`config.mk`:
```
export PLATFORM = sky130hd
export DESIGN_NAME = sfrtp_slice
export DESIGN_NICKNAME = d
export VERILOG_FILES = /design/src/hw/sfrtp_pkg.sv /design/src/hw/sfrtp_slice.sv /design/src/hw/sfrtp_hibits_mem.sv
export VERILOG_INCLUDE_DIRS = /design/src /design/src/hw
export SDC_FILE = /design/constraint.sdc
export NUM_CORES = 1
export LEC_CHECK = 0
export BUFFER_PORTS_ARGS = -buffer_cell sky130_fd_sc_hd__clkbuf_2
export CORE_MARGIN = 2
export CORE_UTILIZATION = 40
export CTS_CLUSTER_DIAMETER = 60
export DETAILED_ROUTE_END_ITERATION = 8
export PLACE_DENSITY_LB_ADDON = 0.08
export SLEW_MARGIN = 10
export SYNTH_ARGS = -nofsm -noshare
export SYNTH_HDL_FRONTEND = slang
export SYNTH_SLANG_ARGS = --single-unit
```
`constraint.sdc`:
```
create_clock -name clk_sys -period 1.85 [get_ports clk_sys]
set_input_delay 0.2775 -clock clk_sys [delete_from_list [all_inputs] [get_ports clk_sys]]
set_output_delay 0.2775 -clock clk_sys [all_outputs]
set_load 0.02 [all_outputs]
```
`src/hw/sfrtp_map.svh`:
```
// Register offsets, field positions and reset values of the SFR slice
`ifndef SFRTP_MAP_SVH
`define SFRTP_MAP_SVH
`define SFRTP_ADDR_ANALOG_PIN   8'h16
`define SFRTP_ADDR_TRIM         8'h17
`define SFRTP_ADDR_EDGE         8'h18
`define SFRTP_ADDR_TIMER_PWM_HIGH_BITS         8'h19
`define SFRTP_ADDR_ANALOG_BLOCK_ENABLE        8'h1A
`define SFRTP_ADDR_FREQ         8'h1B
`define SFRTP_ADDR_TIMER3_PWM_HIGH_BITS        8'h1C
`define SFRTP_ADDR_T3IRQ        8'h1F
`define SFRTP_RST_ANALOG_PIN    8'h00
`define SFRTP_RST_TRIM          6'h00
`define SFRTP_RST_EDGE          6'h05
`define SFRTP_RST_EDGE_EN       2'h0
`define SFRTP_RST_ANALOG_BLOCK_ENABLE         1'h0
`define SFRTP_RST_FREQ          5'h00
`define SFRTP_RST_T0MODE        8'h3F
`define SFRTP_BIT_EN7           7
`define SFRTP_BIT_T3FLAG        4
`define SFRTP_BIT_T3EN          0
`define SFRTP_EDGE_RESERVED     2'h0
`define SFRTP_EDGE_RISE         2'h1
`define SFRTP_EDGE_FALL         2'h2
`define SFRTP_EDGE_BOTH         2'h3
`define SFRTP_PAD_PA_LAST       4'h7
`define SFRTP_PAD_PB_LAST       4'hD
`define SFRTP_PAD_PB_BASE       4'h8
`define SFRTP_MEAS_NONE         14'h0000
`define SFRTP_DIV_MAX_LOG       4'h8
`endif

```
`src/hw/sfrtp_pkg.sv`:
```
// Types shared by the SFR slice
package sfrtp_pkg;
	// Timer-0 mode register layout
	typedef struct packed {
		logic       lowOscSel;   // Low-frequency oscillator as ext source
		logic       general6;    // General purpose bit
		logic       sourceSel;   // 0 instruction clock, 1 external
		logic       extEdgeSel;  // External edge polarity
		logic       toWatchdog;  // Prescaler assignment
		logic [2:0] rateCode;    // Prescaler rate code
	} sfrtp_t0mode_t;
	// Trim settings as seen by the converter
	typedef struct packed {
		logic       direction;   // 1 increase, 0 decrease
		logic [4:0] magnitude;   // 0 .. 12.5 mV
	} sfrtp_trim_t;
	// Timer-0 clock source choice
	typedef enum logic [1:0] {SRC_INSTR, SRC_EXT_PIN, SRC_LOW_OSC} sfrtp_src_t;
endpackage

```
`src/hw/sfrtp_slice.sv`:
```
// Special function register slice: analog, edge, timer high bits and timer-0 mode
`timescale 1ns/100ps
`include "sfrtp_map.svh"
module sfrtp_slice (
	input  wire logic                 clk_sys,         // 10 MHz instruction clock
	input  wire logic                 reset,           // Synchronous, active high
	input  wire logic                 sfrWrEn,         // Data-space write strobe
	input  wire logic                 sfrRdEn,         // Data-space read strobe
	input  wire logic [7:0]           sfrAddr,         // Data-space address
	input  wire logic [7:0]           sfrWrData,       // Write data
	input  wire logic                 t0ModeWrInstr,   // Timer-0 mode write instruction
	input  wire logic                 t0ModeRdInstr,   // Timer0_mode_read_instr
	input  wire logic [1:0]           timer1Count98,   // Live timer-1 bits 9:8
	input  wire logic [1:0]           timer2Count98,   // Live timer-2 bits 9:8
	input  wire logic [1:0]           timer3Count98,   // Live timer-3 bits 9:8
	input  wire logic                 timer3Underflow, // Timer-3 underflow pulse
	input  wire logic                 wdtIrqMode,      // Watchdog in interrupt mode
	output logic      [7:0]           sfrRdData_r,     // Read data, one cycle after strobe
	output logic      [4:0]           portaAnalogOnly_r, // Port A analog-only
	output logic      [2:0]           portbAnalogOnly_r, // Port B 2:0 analog-only
	output sfrtp_pkg::sfrtp_trim_t    trim_r,          // Converter offset trim
	output logic      [1:0]           extIrqPinRoute_r, // Bit1 irq1, bit0 irq0
	output logic      [1:0]           extIrq0EdgeSel_r, // Irq0 edge code
	output logic      [1:0]           extIrq1EdgeSel_r, // Irq1 edge code
	output logic      [1:0]           extIrq0Edges_r,  // {falling, rising} enables irq0
	output logic      [1:0]           extIrq1Edges_r,  // {falling, rising} enables irq1
	output logic      [1:0]           timer1Reload98_r, // Timer-1 reload bits 9:8
	output logic      [1:0]           timer2Reload98_r, // Timer-2 reload bits 9:8
	output logic      [1:0]           timer3Reload98_r, // Timer-3 reload bits 9:8
	output logic      [7:0]           dutyUpper_r,     // {d4,d3,d2,d1} upper pairs
	output logic                      comparatorOn_r,  // Comparator enable
	output logic                      freqMeasureOn_r, // Measurement enable
	output logic      [13:0]          measPadOneHot_r, // PB5..PB0, PA7..PA0
	output logic                      timer3UnderflowFlag_r, // Sticky flag
	output logic                      timer3IrqReq_r,  // Gated interrupt request
	output sfrtp_pkg::sfrtp_t0mode_t  t0Mode_r,        // Timer-0 mode register
	output logic      [3:0]           prescaleLog2_r,  // Division is 2**this
	output sfrtp_pkg::sfrtp_src_t     timer0Source_r   // Timer-0 clock source
);
	import sfrtp_pkg::*;

	// ----------------------------------------
	// Decode helpers
	// ----------------------------------------
	// Write strobe for one data address
	function automatic logic hit(input logic en, input logic [7:0] a, input logic [7:0] r);
		hit = en && (a == r);
	endfunction

	// Edge code to {falling, rising} enables; reserved code enables nothing
	function automatic logic [1:0] edgeEnables(input logic [1:0] code);
		unique case (code)
			`SFRTP_EDGE_RISE:     edgeEnables = 2'h1;
			`SFRTP_EDGE_FALL:     edgeEnables = 2'h2;
			`SFRTP_EDGE_BOTH:     edgeEnables = 2'h3;
			`SFRTP_EDGE_RESERVED: edgeEnables = 2'h0;
		endcase
	endfunction

	logic [7:0] hiByte;
	logic [5:0] hi3Byte;
	logic       hiWrEn;
	logic [0:0] hiWrSel;
	logic       wrTrim;
	logic       wrEdge;
	logic       wrFreq;
	logic [3:0] padSel_r;
	logic [3:0] prescaleLog2_nxt;
	logic       t0IrqEnable_r;

	assign hiWrEn  = hit(sfrWrEn, sfrAddr, `SFRTP_ADDR_TIMER_PWM_HIGH_BITS) ||
	                 hit(sfrWrEn, sfrAddr, `SFRTP_ADDR_TIMER3_PWM_HIGH_BITS);
	assign hiWrSel = hit(sfrWrEn, sfrAddr, `SFRTP_ADDR_TIMER3_PWM_HIGH_BITS) ? 1'b1 : 1'b0;
	assign wrTrim  = hit(sfrWrEn, sfrAddr, `SFRTP_ADDR_TRIM);
	assign wrEdge  = hit(sfrWrEn, sfrAddr, `SFRTP_ADDR_EDGE);
	assign wrFreq  = hit(sfrWrEn, sfrAddr, `SFRTP_ADDR_FREQ);

	// Upper-pair store, left unreset
	sfrtp_hibits_mem uHiMem (
		.clk_sys   (clk_sys),
		.reset     (reset),
		.wrEn      (hiWrEn),
		.wrSel     (hiWrSel),
		.wrData    (sfrWrData),
		.hiByte_r  (hiByte),
		.hi3Byte_r (hi3Byte)
	);

	// ----------------------------------------
	// Analog pin selects
	// ----------------------------------------
	// High bit set disables the digital buffer of that pin
	always_ff @(posedge clk_sys) begin
		if (reset) begin
			{portbAnalogOnly_r, portaAnalogOnly_r} <= `SFRTP_RST_ANALOG_PIN;
		end else if (hit(sfrWrEn, sfrAddr, `SFRTP_ADDR_ANALOG_PIN)) begin
			{portbAnalogOnly_r, portaAnalogOnly_r} <= sfrWrData;
		end
	end

	// Converter offset trim, top two positions dropped
	always_ff @(posedge clk_sys) begin
		if (reset) begin
			trim_r <= `SFRTP_RST_TRIM;
		end else if (wrTrim) begin
			trim_r <= sfrWrData[5:0];
		end
	end

	// ----------------------------------------
	// External interrupt routing and edges
	// ----------------------------------------
	always_ff @(posedge clk_sys) begin
		if (reset) begin
			{extIrqPinRoute_r, extIrq1EdgeSel_r, extIrq0EdgeSel_r} <= `SFRTP_RST_EDGE;
		end else if (wrEdge) begin
			{extIrqPinRoute_r, extIrq1EdgeSel_r, extIrq0EdgeSel_r} <= sfrWrData[5:0];
		end
	end

	// Decoded edge enables registered so outputs come from flops
	always_ff @(posedge clk_sys) begin
		if (reset) begin
			// Both routes reset clear, so no edge may count yet
			extIrq0Edges_r <= `SFRTP_RST_EDGE_EN;
			extIrq1Edges_r <= `SFRTP_RST_EDGE_EN;
		end else begin
			// Pin not routed means no edge ever counts
			extIrq0Edges_r <= extIrqPinRoute_r[0] ? edgeEnables(extIrq0EdgeSel_r) : 2'h0;
			extIrq1Edges_r <= extIrqPinRoute_r[1] ? edgeEnables(extIrq1EdgeSel_r) : 2'h0;
		end
	end

	// ----------------------------------------
	// Timer reload and duty upper pairs
	// ----------------------------------------
	// Fanned out from the store; registered again to keep outputs on flops
	always_ff @(posedge clk_sys) begin
		timer2Reload98_r <= hiByte[7:6];
		timer1Reload98_r <= hiByte[5:4];
		timer3Reload98_r <= hi3Byte[5:4];
		dutyUpper_r      <= {hi3Byte[3:0], hiByte[3:0]};
	end

	// ----------------------------------------
	// Comparator and measurement function
	// ----------------------------------------
	always_ff @(posedge clk_sys) begin
		if (reset) begin
			comparatorOn_r <= `SFRTP_RST_ANALOG_BLOCK_ENABLE;
		end else if (hit(sfrWrEn, sfrAddr, `SFRTP_ADDR_ANALOG_BLOCK_ENABLE)) begin
			comparatorOn_r <= sfrWrData[`SFRTP_BIT_EN7];
		end
	end

	always_ff @(posedge clk_sys) begin
		if (reset) begin
			{freqMeasureOn_r, padSel_r} <= `SFRTP_RST_FREQ;
		end else if (wrFreq) begin
			{freqMeasureOn_r, padSel_r} <= {sfrWrData[`SFRTP_BIT_EN7], sfrWrData[3:0]};
		end
	end

	// One-hot pad; codes above port B 5 select nothing
	always_ff @(posedge clk_sys) begin
		if (reset || !freqMeasureOn_r || padSel_r > `SFRTP_PAD_PB_LAST) begin
			measPadOneHot_r <= `SFRTP_MEAS_NONE;
		end else begin
			measPadOneHot_r <= 14'(1) << padSel_r;
		end
	end

	// ----------------------------------------
	// Timer-3 underflow flag and request
	// ----------------------------------------
	// Set wins over a same-cycle software clear
	always_ff @(posedge clk_sys) begin
		if (reset) begin
			timer3UnderflowFlag_r <= 1'b0;
			timer3IrqReq_r        <= 1'b0;
		end else begin
			if (timer3Underflow) begin
				timer3UnderflowFlag_r <= 1'b1;
			end else if (hit(sfrWrEn, sfrAddr, `SFRTP_ADDR_T3IRQ)) begin
				timer3UnderflowFlag_r <= sfrWrData[`SFRTP_BIT_T3FLAG];
			end
			timer3IrqReq_r <= timer3UnderflowFlag_r && t0IrqEnable_r;
		end
	end

	// Timer-3 interrupt enable bit
	always_ff @(posedge clk_sys) begin
		if (reset) begin
			t0IrqEnable_r <= 1'b0;
		end else if (hit(sfrWrEn, sfrAddr, `SFRTP_ADDR_T3IRQ)) begin
			t0IrqEnable_r <= sfrWrData[`SFRTP_BIT_T3EN];
		end
	end

	// ----------------------------------------
	// Timer-0 mode and prescaler
	// ----------------------------------------
	// Only the dedicated instruction writes it; no data address
	always_ff @(posedge clk_sys) begin
		if (reset) begin
			t0Mode_r <= `SFRTP_RST_T0MODE;
		end else if (t0ModeWrInstr) begin
			t0Mode_r <= sfrWrData;
		end
	end

	// Division exponent per assignment and watchdog mode
	always_comb begin
		if (t0Mode_r.toWatchdog && !wdtIrqMode) begin
			prescaleLog2_nxt = {1'b0, t0Mode_r.rateCode};
		end else begin
			prescaleLog2_nxt = {1'b0, t0Mode_r.rateCode} + 4'h1;
		end
	end

	always_ff @(posedge clk_sys) begin
		if (reset) begin
			prescaleLog2_r <= `SFRTP_DIV_MAX_LOG;
			timer0Source_r <= SRC_INSTR;
		end else begin
			prescaleLog2_r <= prescaleLog2_nxt;
			// Source choice
			if (!t0Mode_r.sourceSel) begin
				timer0Source_r <= SRC_INSTR;
			end else if (t0Mode_r.lowOscSel) begin
				timer0Source_r <= SRC_LOW_OSC;
			end else begin
				timer0Source_r <= SRC_EXT_PIN;
			end
		end
	end

	// ----------------------------------------
	// Read path
	// ----------------------------------------
	// Live counter pairs read back instead of reloads zeros fill gaps
	always_ff @(posedge clk_sys) begin
		if (reset) begin
			sfrRdData_r <= 8'h00;
		end else if (t0ModeRdInstr) begin
			sfrRdData_r <= t0Mode_r;
		end else if (sfrRdEn) begin
			unique case (sfrAddr)
				`SFRTP_ADDR_ANALOG_PIN: sfrRdData_r <= {portbAnalogOnly_r, portaAnalogOnly_r};
				`SFRTP_ADDR_TRIM:  sfrRdData_r <= {2'h0, trim_r};
				`SFRTP_ADDR_EDGE:  sfrRdData_r <= {2'h0, extIrqPinRoute_r,
				                                   extIrq1EdgeSel_r, extIrq0EdgeSel_r};
				`SFRTP_ADDR_TIMER_PWM_HIGH_BITS:  sfrRdData_r <= {timer2Count98, timer1Count98, hiByte[3:0]};
				`SFRTP_ADDR_ANALOG_BLOCK_ENABLE: sfrRdData_r <= {comparatorOn_r, 7'h00};
				`SFRTP_ADDR_FREQ:  sfrRdData_r <= {freqMeasureOn_r, 3'h0, padSel_r};
				`SFRTP_ADDR_TIMER3_PWM_HIGH_BITS: sfrRdData_r <= {2'h0, timer3Count98, hi3Byte[3:0]};
				`SFRTP_ADDR_T3IRQ: sfrRdData_r <= {3'h0, timer3UnderflowFlag_r, 3'h0,
				                                   t0IrqEnable_r};
				default:           sfrRdData_r <= 8'h00;
			endcase
		end else begin
			sfrRdData_r <= 8'h00;
		end
	end

	// ----------------------------------------
	// Checks
	// ----------------------------------------
	flag_sticky_a: assert property (@(posedge clk_sys) disable iff (reset)
		timer3Underflow |=> timer3UnderflowFlag_r) else $error("underflow flag not set");
	irq_gate_a: assert property (@(posedge clk_sys) disable iff (reset)
		timer3IrqReq_r |-> $past(timer3UnderflowFlag_r) && $past(t0IrqEnable_r))
		else $error("irq request without enable");
	comp_enable_a: assert property (@(posedge clk_sys) disable iff (reset)
		hit(sfrWrEn, sfrAddr, `SFRTP_ADDR_ANALOG_BLOCK_ENABLE) |=> comparatorOn_r == $past(sfrWrData[`SFRTP_BIT_EN7]))
		else $error("comparator enable wrong");
	pad_range_a: assert property (@(posedge clk_sys) disable iff (reset)
		(freqMeasureOn_r && padSel_r <= `SFRTP_PAD_PB_LAST) |=> $onehot(measPadOneHot_r))
		else $error("pad select not one-hot");
	rate_timer0_a: assert property (@(posedge clk_sys) disable iff (reset)
		!t0Mode_r.toWatchdog ##1 !t0Mode_r.toWatchdog && $stable(t0Mode_r)
		|-> prescaleLog2_r == {1'b0, t0Mode_r.rateCode} + 4'h1)
		else $error("timer-0 rate wrong");
	rate_wdt_rst_a: assert property (@(posedge clk_sys) disable iff (reset)
		(t0Mode_r.toWatchdog && !wdtIrqMode) ##1 $stable(t0Mode_r) && !wdtIrqMode
		|-> prescaleLog2_r == {1'b0, t0Mode_r.rateCode})
		else $error("watchdog reset rate wrong");
	t3_readback_a: assert property (@(posedge clk_sys) disable iff (reset)
		(sfrRdEn && !t0ModeRdInstr && sfrAddr == `SFRTP_ADDR_TIMER3_PWM_HIGH_BITS)
		|=> sfrRdData_r[5:4] == $past(timer3Count98))
		else $error("timer-3 readback wrong");
	edge_route_a: assert property (@(posedge clk_sys) disable iff (reset)
		!extIrqPinRoute_r[0] |=> extIrq0Edges_r == 2'h0)
		else $error("unrouted pin has edges");
endmodule

```
`src/hw/sfrtp_hibits_mem.sv`:
```
// Small register store for timer reload and duty upper pairs
`timescale 1ns/100ps
module sfrtp_hibits_mem (
	input  wire logic       clk_sys,   // System clock
	input  wire logic       reset,     // Synchronous reset, not applied
	input  wire logic       wrEn,      // Write strobe
	input  wire logic [0:0] wrSel,     // 0 first high byte, 1 timer-3 byte
	input  wire logic [7:0] wrData,    // Write data
	output logic      [7:0] hiByte_r,  // Stored first high byte
	output logic      [5:0] hi3Byte_r  // Stored timer-3 high byte
);
	// ----------------------------------------
	// Storage
	// ----------------------------------------
	// Unknown at reset, so reset is deliberately ignored
	always_ff @(posedge clk_sys) begin
		if (wrEn && !wrSel[0]) begin
			hiByte_r <= wrData;
		end
		if (wrEn && wrSel[0]) begin
			hi3Byte_r <= wrData[5:0];  // Upper two positions ignored
		end
	end
endmodule

```
==> metrics.csv, run 1 <==
stage,metric,value,unit
run_status,status,"finished, final reports clean",
finish,post-layout net count,480,
run,Max-Cap Viols,0,
power,Leak,0.002075,uW
sta,Slew Limit Fails,0,
sta,fin crit share,0.8428,
critical_path,Worst Path Arrival,1.81,ns
placement,Placed Area,0.004446,sq mm
drt,Via Count,2831,
synth,Post-synth EDFFs,14,
clock_tree,Max clock buf depth,2,
synth,"Seq/Total Area, Yosys",0.5671,
floorplanning,die width,99.80,microns
sta,RSZ-0062 raised after global routing,false,
clock_tree,CTS sink cnt,97,
critical_path,Setup CP Type,in2reg,
worst_hold_path,hold crit path type,in2reg,
clock_tree,post-CTS setup buffer count,0,
power,part of the power in registers,0.556,
power,NetSw,1003,uW
sta,Final Setup Violations,0,
critical_path,critical path launch point type,input pin,
drt,Via density,5.037,
placement,# port buffers,107,
floorplanning,Die Y,99.80,microns
power,Clk network pwr share,0.362,
critical_path,"slowest stage cell, crit path",or4b_4,
critical_path,Worst setup EP type,register,
drt,average wire per standard cell,16.93,microns
clock_tree,CTS tree,yes,
grt,largest net degree at the start of global routing,30,
floorplanning,total die area,0.009960,sq mm
sta,Slew headroom,0.7145,
drt,DRT Pass-1 Iters,5,
critical_path,Crit Path Max Fanout,8,
finish,# diodes,0,
synth,Mean Syn Cell Area,11.19,sq um
finish,layout cells sized above 1,0.3568,
clock_tree,TritonCTS Buffers,9,
sta,minimum clock period,1.559,ns
power,pwr/cell area,847.8,mW/mm^2
grt,initial antenna violation count,0,
clock_tree,clock-pin slew on the worst setup and hold paths,0.10,ns
synth,Async SR Flop Fraction,0,
finish,Util after Layout,0.5278,
placement,Final GP Congestion,0.9142,
floorplanning,core box area,0.008806,sq mm
power,Peak VDD IR,0.0003570,V
synth,Mapped Area,0.003671,sq mm
clock_tree,Post-CTS Resized,0,
clock_tree,worst skew pair latency,0.37,ns
power,Logic pwr share,0.082,
synth,Post-Syn Instances,328,
critical_path,cell family with most CP delay,simple AND/OR/NAND/NOR gates,
finish,Syn-to-layout area delta,26.62,%
critical_path,worst path cell trace,clkbuf_2 -> or4b_4 -> nor4b_4 -> and2_4 -> mux2i_1 -> nor2_1,
grt,global-route wire length before repair,14.79,mm
clock_tree,Root Driver,clkbuf_8,
finish,post-layout instance area,0.004648,sq mm
floorplanning,Cell Rows,34,
synth,most common flop cell mapped by yosys,dfxtp_1,
sta,skew final,0.009330,ns
synth,post-synthesis register bit count,97,
drt,First DRT Iteration DRCs,107,
sta,Final Hold Vio Count,0,
placement,hpwl dp,7.014,mm
critical_path,Worst EP required,2.10,ns
synth,Ys Warns,0,
sta,f_max,641.4,MHz
critical_path,WP buf/inv,1,
clock_tree,Max H-tree Level,3,
synth,"Distinct cells, synth",53,
drt,Routed WL,9.512,mm
critical_path,worst stage delay on the critical path,0.60,ns
drt,Remaining DRCs,0,
drt,Final ANT Viol Nets,0,
power,cell-internal power,2938,uW
grt,GRT Overall Usage,0.1973,
grt,vias in the first global route,2681,
floorplanning,initial core utilization,0.4169,
power,sw frac,0.2545,
floorplanning,I/O Pins,108,
grt,GR Overflow Total,0,
synth,Syn Nets,359,
sta,Worst Max-Slew Pin Slew,0.4238,ns
clock_tree,CTS Hold Bufs,0,
flip-flops by register name, indices dropped and copies added, names as in the netlist, 3 cells and up:
signal	flops
uHiMem.hiByte_r	8
trim_r	6
padSel_r	4
dutyUpper_r	8
sfrRdData_r	8
uHiMem.hi3Byte_r	6
portaAnalogOnly_r	5
prescaleLog2_r	4
portbAnalogOnly_r	3
t0Mode_r	8
measPadOneHot_r	14
cell type report:
class,instances,area (sq um)
Clock inverter,6,75.07
Sequential cell,97,2082
Clock buffer,10,127.6
Tap cell,108,135.1
Inverter,4,15.01
Multi-Input combinational cell,207,1468
Fill cell,794,4158
Timing Repair Buffer,130,745.7
placed cells by master (no fill, tap or decap), types with 3 or more instances in the layout:
cell type	n
a211o_1	8
a21oi_1	8
a222oi_1	3
and3b_1	5
buf_12	3
buf_4	20
clkbuf_2	107
clkbuf_8	9
dfxtp_1	83
edfxtp_1	14
inv_1	4
mux2_2	3
mux2i_1	38
nand2_1	12
nand2b_1	8
nand3_1	5
nor2_1	50
nor2b_1	11
nor3_1	6
nor3_2	3
o21a_1	3
o21ai_0	6
or3_1	3
synth_stat cells, types with 4 or more instances:
master | instances | area (sq um)
nand3_1 | 5 | 25.02
o21ai_0 | 6 | 30.03
nand2b_1 | 8 | 50.05
nor2b_1 | 11 | 68.82
mux2i_1 | 38 | 380.4
inv_1 | 4 | 15.01
buf_2 | 4 | 20.02
edfxtp_1 | 14 | 420.4
nand2_1 | 12 | 45.04
nor3_1 | 6 | 30.03
a211o_1 | 8 | 70.07
a21oi_1 | 8 | 40.04
and3b_1 | 5 | 43.79
clkbuf_1 | 10 | 37.54
nor2_1 | 50 | 187.7
dfxtp_1 | 83 | 1662
stage by stage:
stage	instances	setup WS, ns	power, uW	TNS [ns]	hold slack, ns
2_1_floorplan	328	-0.03365	2422	-0.3976	0.3233
3_3_place_gp	546	-0.07218	2565	-1.359	0.3258
3_5_place_dp	546	-0.09211	2567	-1.549	0.3278
4_1_cts	562	0.3012	3976	0	0.1187
5_1_grt	562	0.1613	4082	0	0.1351
6_report	562	0.2908	3941	0	0.1243
layer usage:
layer	GRT usage	vias up	wire (microns)
li1	-	1401	-
met1	0.2699	1334	4406
met2	0.3207	82	4492
met3	0.03134	14	486
met4	0.06639	0	126
met5	0	-	0
path summary, 6_finish.rpt:
check / startpoint / endpoint / slack [ns] / depth (start not counted)
max reg2reg: uHiMem.hiByte_r[1]$_DFFE_PP_ / sfrRdData_r[1]$_SDFF_PP0_ / 0.34 / 5
min reg2reg: uHiMem.hiByte_r[6]$_DFFE_PP_ / timer2Reload98_r[0]$_DFF_P_ / 0.35 / 0
min: timer3Underflow / timer3UnderflowFlag_r$_SDFFE_PP0P_ / 0.12 / 3
max: sfrAddr[5] / portaAnalogOnly_r[4]$_SDFFE_PP0P_ / 0.29 / 6
worst reg2reg max path: stages, from the launching register on:
cell	delay, ns
edfxtp_1	0.41
mux2i_1	0.20
o21ai_0	0.20
a222oi_1	0.35
o21a_1	0.20
nor3_2	0.05
power groups by stage:
stage	logic (uW)	clock network, uW	registers (uW)
floorplan	147	0	2270
finish	324	1430	2190
CTS	328	1460	2190
global route	352	1530	2200
detailed placement	327	0	2240
global placement	325	0	2240
cells by family after synthesis:
group / count (synthesis) / synth area share
AND/OR/NAND/NOR: 122 / 0.1943
flip-flops: 97 / 0.5671
AO/OA/AOI/OAI: 41 / 0.08248
multiplexers: 41 / 0.1128
buffers and inverters: 24 / 0.03510
XOR/XNOR: 2 / 0.004773
adder cells (fa/ha/maj): 1 / 0.003408
(Power assumes the default switching activity.)
==> run 2: changes to the inputs <==
clock period = 1.5 ns   (was 1.85 ns; I/O delays follow)
==> metrics.csv, run 2 (synthesis results as in run 1) <==
stage,metric,value,unit
critical_path,Worst Path Arrival,1.81,ns
sta,Worst Max-Slew Pin Slew,0.3439,ns
sta,Final Hold Vio Count,0,
sta,Slew headroom,0.7686,
critical_path,Worst Reg-to-Reg Cells,5,
finish,fill cell count,827,
power,part of the power in registers,0.566,
clock_tree,CTS Hold Bufs,0,
finish,FF/Latch Area,0.002082,sq mm
critical_path,Crit Path Max Fanout,10,
finish,Multi-input gate area,0.001471,sq mm
floorplanning,initial core utilization,0.4169,
power,Peak VDD IR,0.0004592,V
critical_path,Worst EP required,1.75,ns
sta,fin crit share,1.044,
sta,Slew Limit Fails,0,
floorplanning,Cell Rows,34,
grt,GRT Overall Usage,0.1894,
finish,Syn-to-layout area delta,29.62,%
clock_tree,Root Driver,clkbuf_8,
finish,Largest register FFs,14,
drt,Final ANT Viol Nets,0,
placement,# port buffers,107,
grt,GR Overflow Total,0,
placement,hpwl dp,6.980,mm
grt,vias in the first global route,2672,
drt,Remaining DRCs,0,
finish,"most common cell after layout, fill and taps aside",clkbuf_2,
sta,minimum clock period,1.566,ns
critical_path,Setup CP Type,in2reg,
drt,First DRT Iteration DRCs,105,
power,sw frac,0.2459,
power,pwr/cell area,1004,mW/mm^2
power,NetSw,1174,uW
sta,Final Setup Violations,19,
worst_hold_path,hold crit path type,in2reg,
drt,Via density,5.028,
power,Leak,0.002138,uW
sta,skew final,0.01178,ns
clock_tree,CTS sink cnt,97,
grt,global-route wire length before repair,14.29,mm
clock_tree,TritonCTS Buffers,9,
clock_tree,CTS tree,yes,
placement,Final GP Congestion,0.9067,
sta,RSZ-0062 raised after global routing,true,
worst_hold_path,Hold Crit Depth,3,
power,Logic pwr share,0.089,
floorplanning,I/O Pins,108,
grt,initial antenna violation count,0,
run,Max-Cap Viols,0,
run_status,status,"finished, violations left",
floorplanning,die width,99.80,microns
floorplanning,total die area,0.009960,sq mm
power,Pwr Total,4776,uW
drt,Via Count,2871,
finish,post-layout net count,489,
clock_tree,Max clock buf depth,2,
drt,average wire per standard cell,16.22,microns
grt,largest net degree at the start of global routing,40,
power,cell-internal power,3602,uW
clock_tree,Max H-tree Level,3,
finish,# diodes,0,
finish,Top reg by flops,measPadOneHot_r,
drt,DRT Pass-1 Iters,4,
critical_path,critical path launch point type,input pin,
finish,layout cells sized above 1,0.3737,
clock_tree,clock-pin slew on the worst setup and hold paths,0.09,ns
clock_tree,worst skew pair latency,0.36,ns
floorplanning,Die Y,99.80,microns
critical_path,Worst setup EP type,register,
finish,most frequent cells in the layout,"106 x clkbuf_2, 83 x dfxtp_1, 50 x nor2_1",
sta,WHS,0.09096,ns
power,Clk network pwr share,0.345,
drt,Routed WL,9.263,mm
run_status,failing checks,negative setup slack,
sta,Worst Slack Setup Final,-0.06613,ns
sta,f_max,638.5,MHz
floorplanning,core box area,0.008806,sq mm
run 2: critical path: stages:
cell	delay [ns]
buf_6	0.09
or4b_4	0.58
buf_4	0.17
nor3_4	0.14
buf_12	0.16
nand3_4	0.12
a211o_1	0.32
run 2: per-stage QoR:
| step | worst slack, ns | area [sq um] | std cells | TNS (ns) | util |
|---|---|---|---|---|---|
| 6_report | -0.06613 | 4758 | 571 | -0.6617 | 0.5404 |
| 5_1_grt | -0.08761 | 4758 | 571 | -1.296 | 0.5404 |
| 4_1_cts | -0.02341 | 4733 | 569 | -0.1327 | 0.5375 |
| 3_5_place_dp | -0.4167 | 4536 | 553 | -13.76 | 0.5151 |
| 3_3_place_gp | -0.3734 | 4536 | 553 | -12.78 | 0.5151 |
| 2_1_floorplan | -0.3244 | 3679 | 328 | -9.727 | - |
run 2: power by group through the flow:
stage          clock network, uW  registers, uW  logic [uW]
2_1_floorplan                  0           2810         181
3_3_place_gp                   0           2760         422
3_5_place_dp                   0           2760         424
4_1_cts                     1710           2700         425
5_1_grt                     1790           2710         460
6_report                    1650           2700         425
run 2: repair_timing:
item / 4_1_cts / 5_1_grt
pin swaps: 1 / 9
endpoints found under the setup margin: 8 / 12
setup buffers: 0 / 2
gates resized for setup: 0 / 5
run 2: final timing paths:
path,startpoint,endpoint,slack [ns]
min reg2reg,uHiMem.hiByte_r[6]$_DFFE_PP_,timer2Reload98_r[0]$_DFF_P_,0.35
max,sfrAddr[6],extIrq1EdgeSel_r[0]$_SDFFE_PP1P_,-0.07
max reg2reg,uHiMem.hiByte_r[1]$_DFFE_PP_,sfrRdData_r[1]$_SDFF_PP0_,0.10
min,timer3Underflow,timer3UnderflowFlag_r$_SDFFE_PP0P_,0.09
run 2: area by class of cell:
cell class	instances	share of cell area
Sequential cell	97	0.4376
Inverter	4	0.003155
Timing Repair Buffer	139	0.1801
Tap cell	108	0.02840
Clock inverter	5	0.007363
Clock buffer	11	0.03418
Multi-Input combinational cell	207	0.3092
run 2: metal layers:
layer / global-route usage / part of all wire / up-vias
li1: - / - / 1417
met1: 0.2540 / 0.45 / 1346
met2: 0.3124 / 0.48 / 99
met3: 0.03412 / 0.066 / 9
met4: 0.06006 / 0.012 / 0
met5: 0 / 0 / -
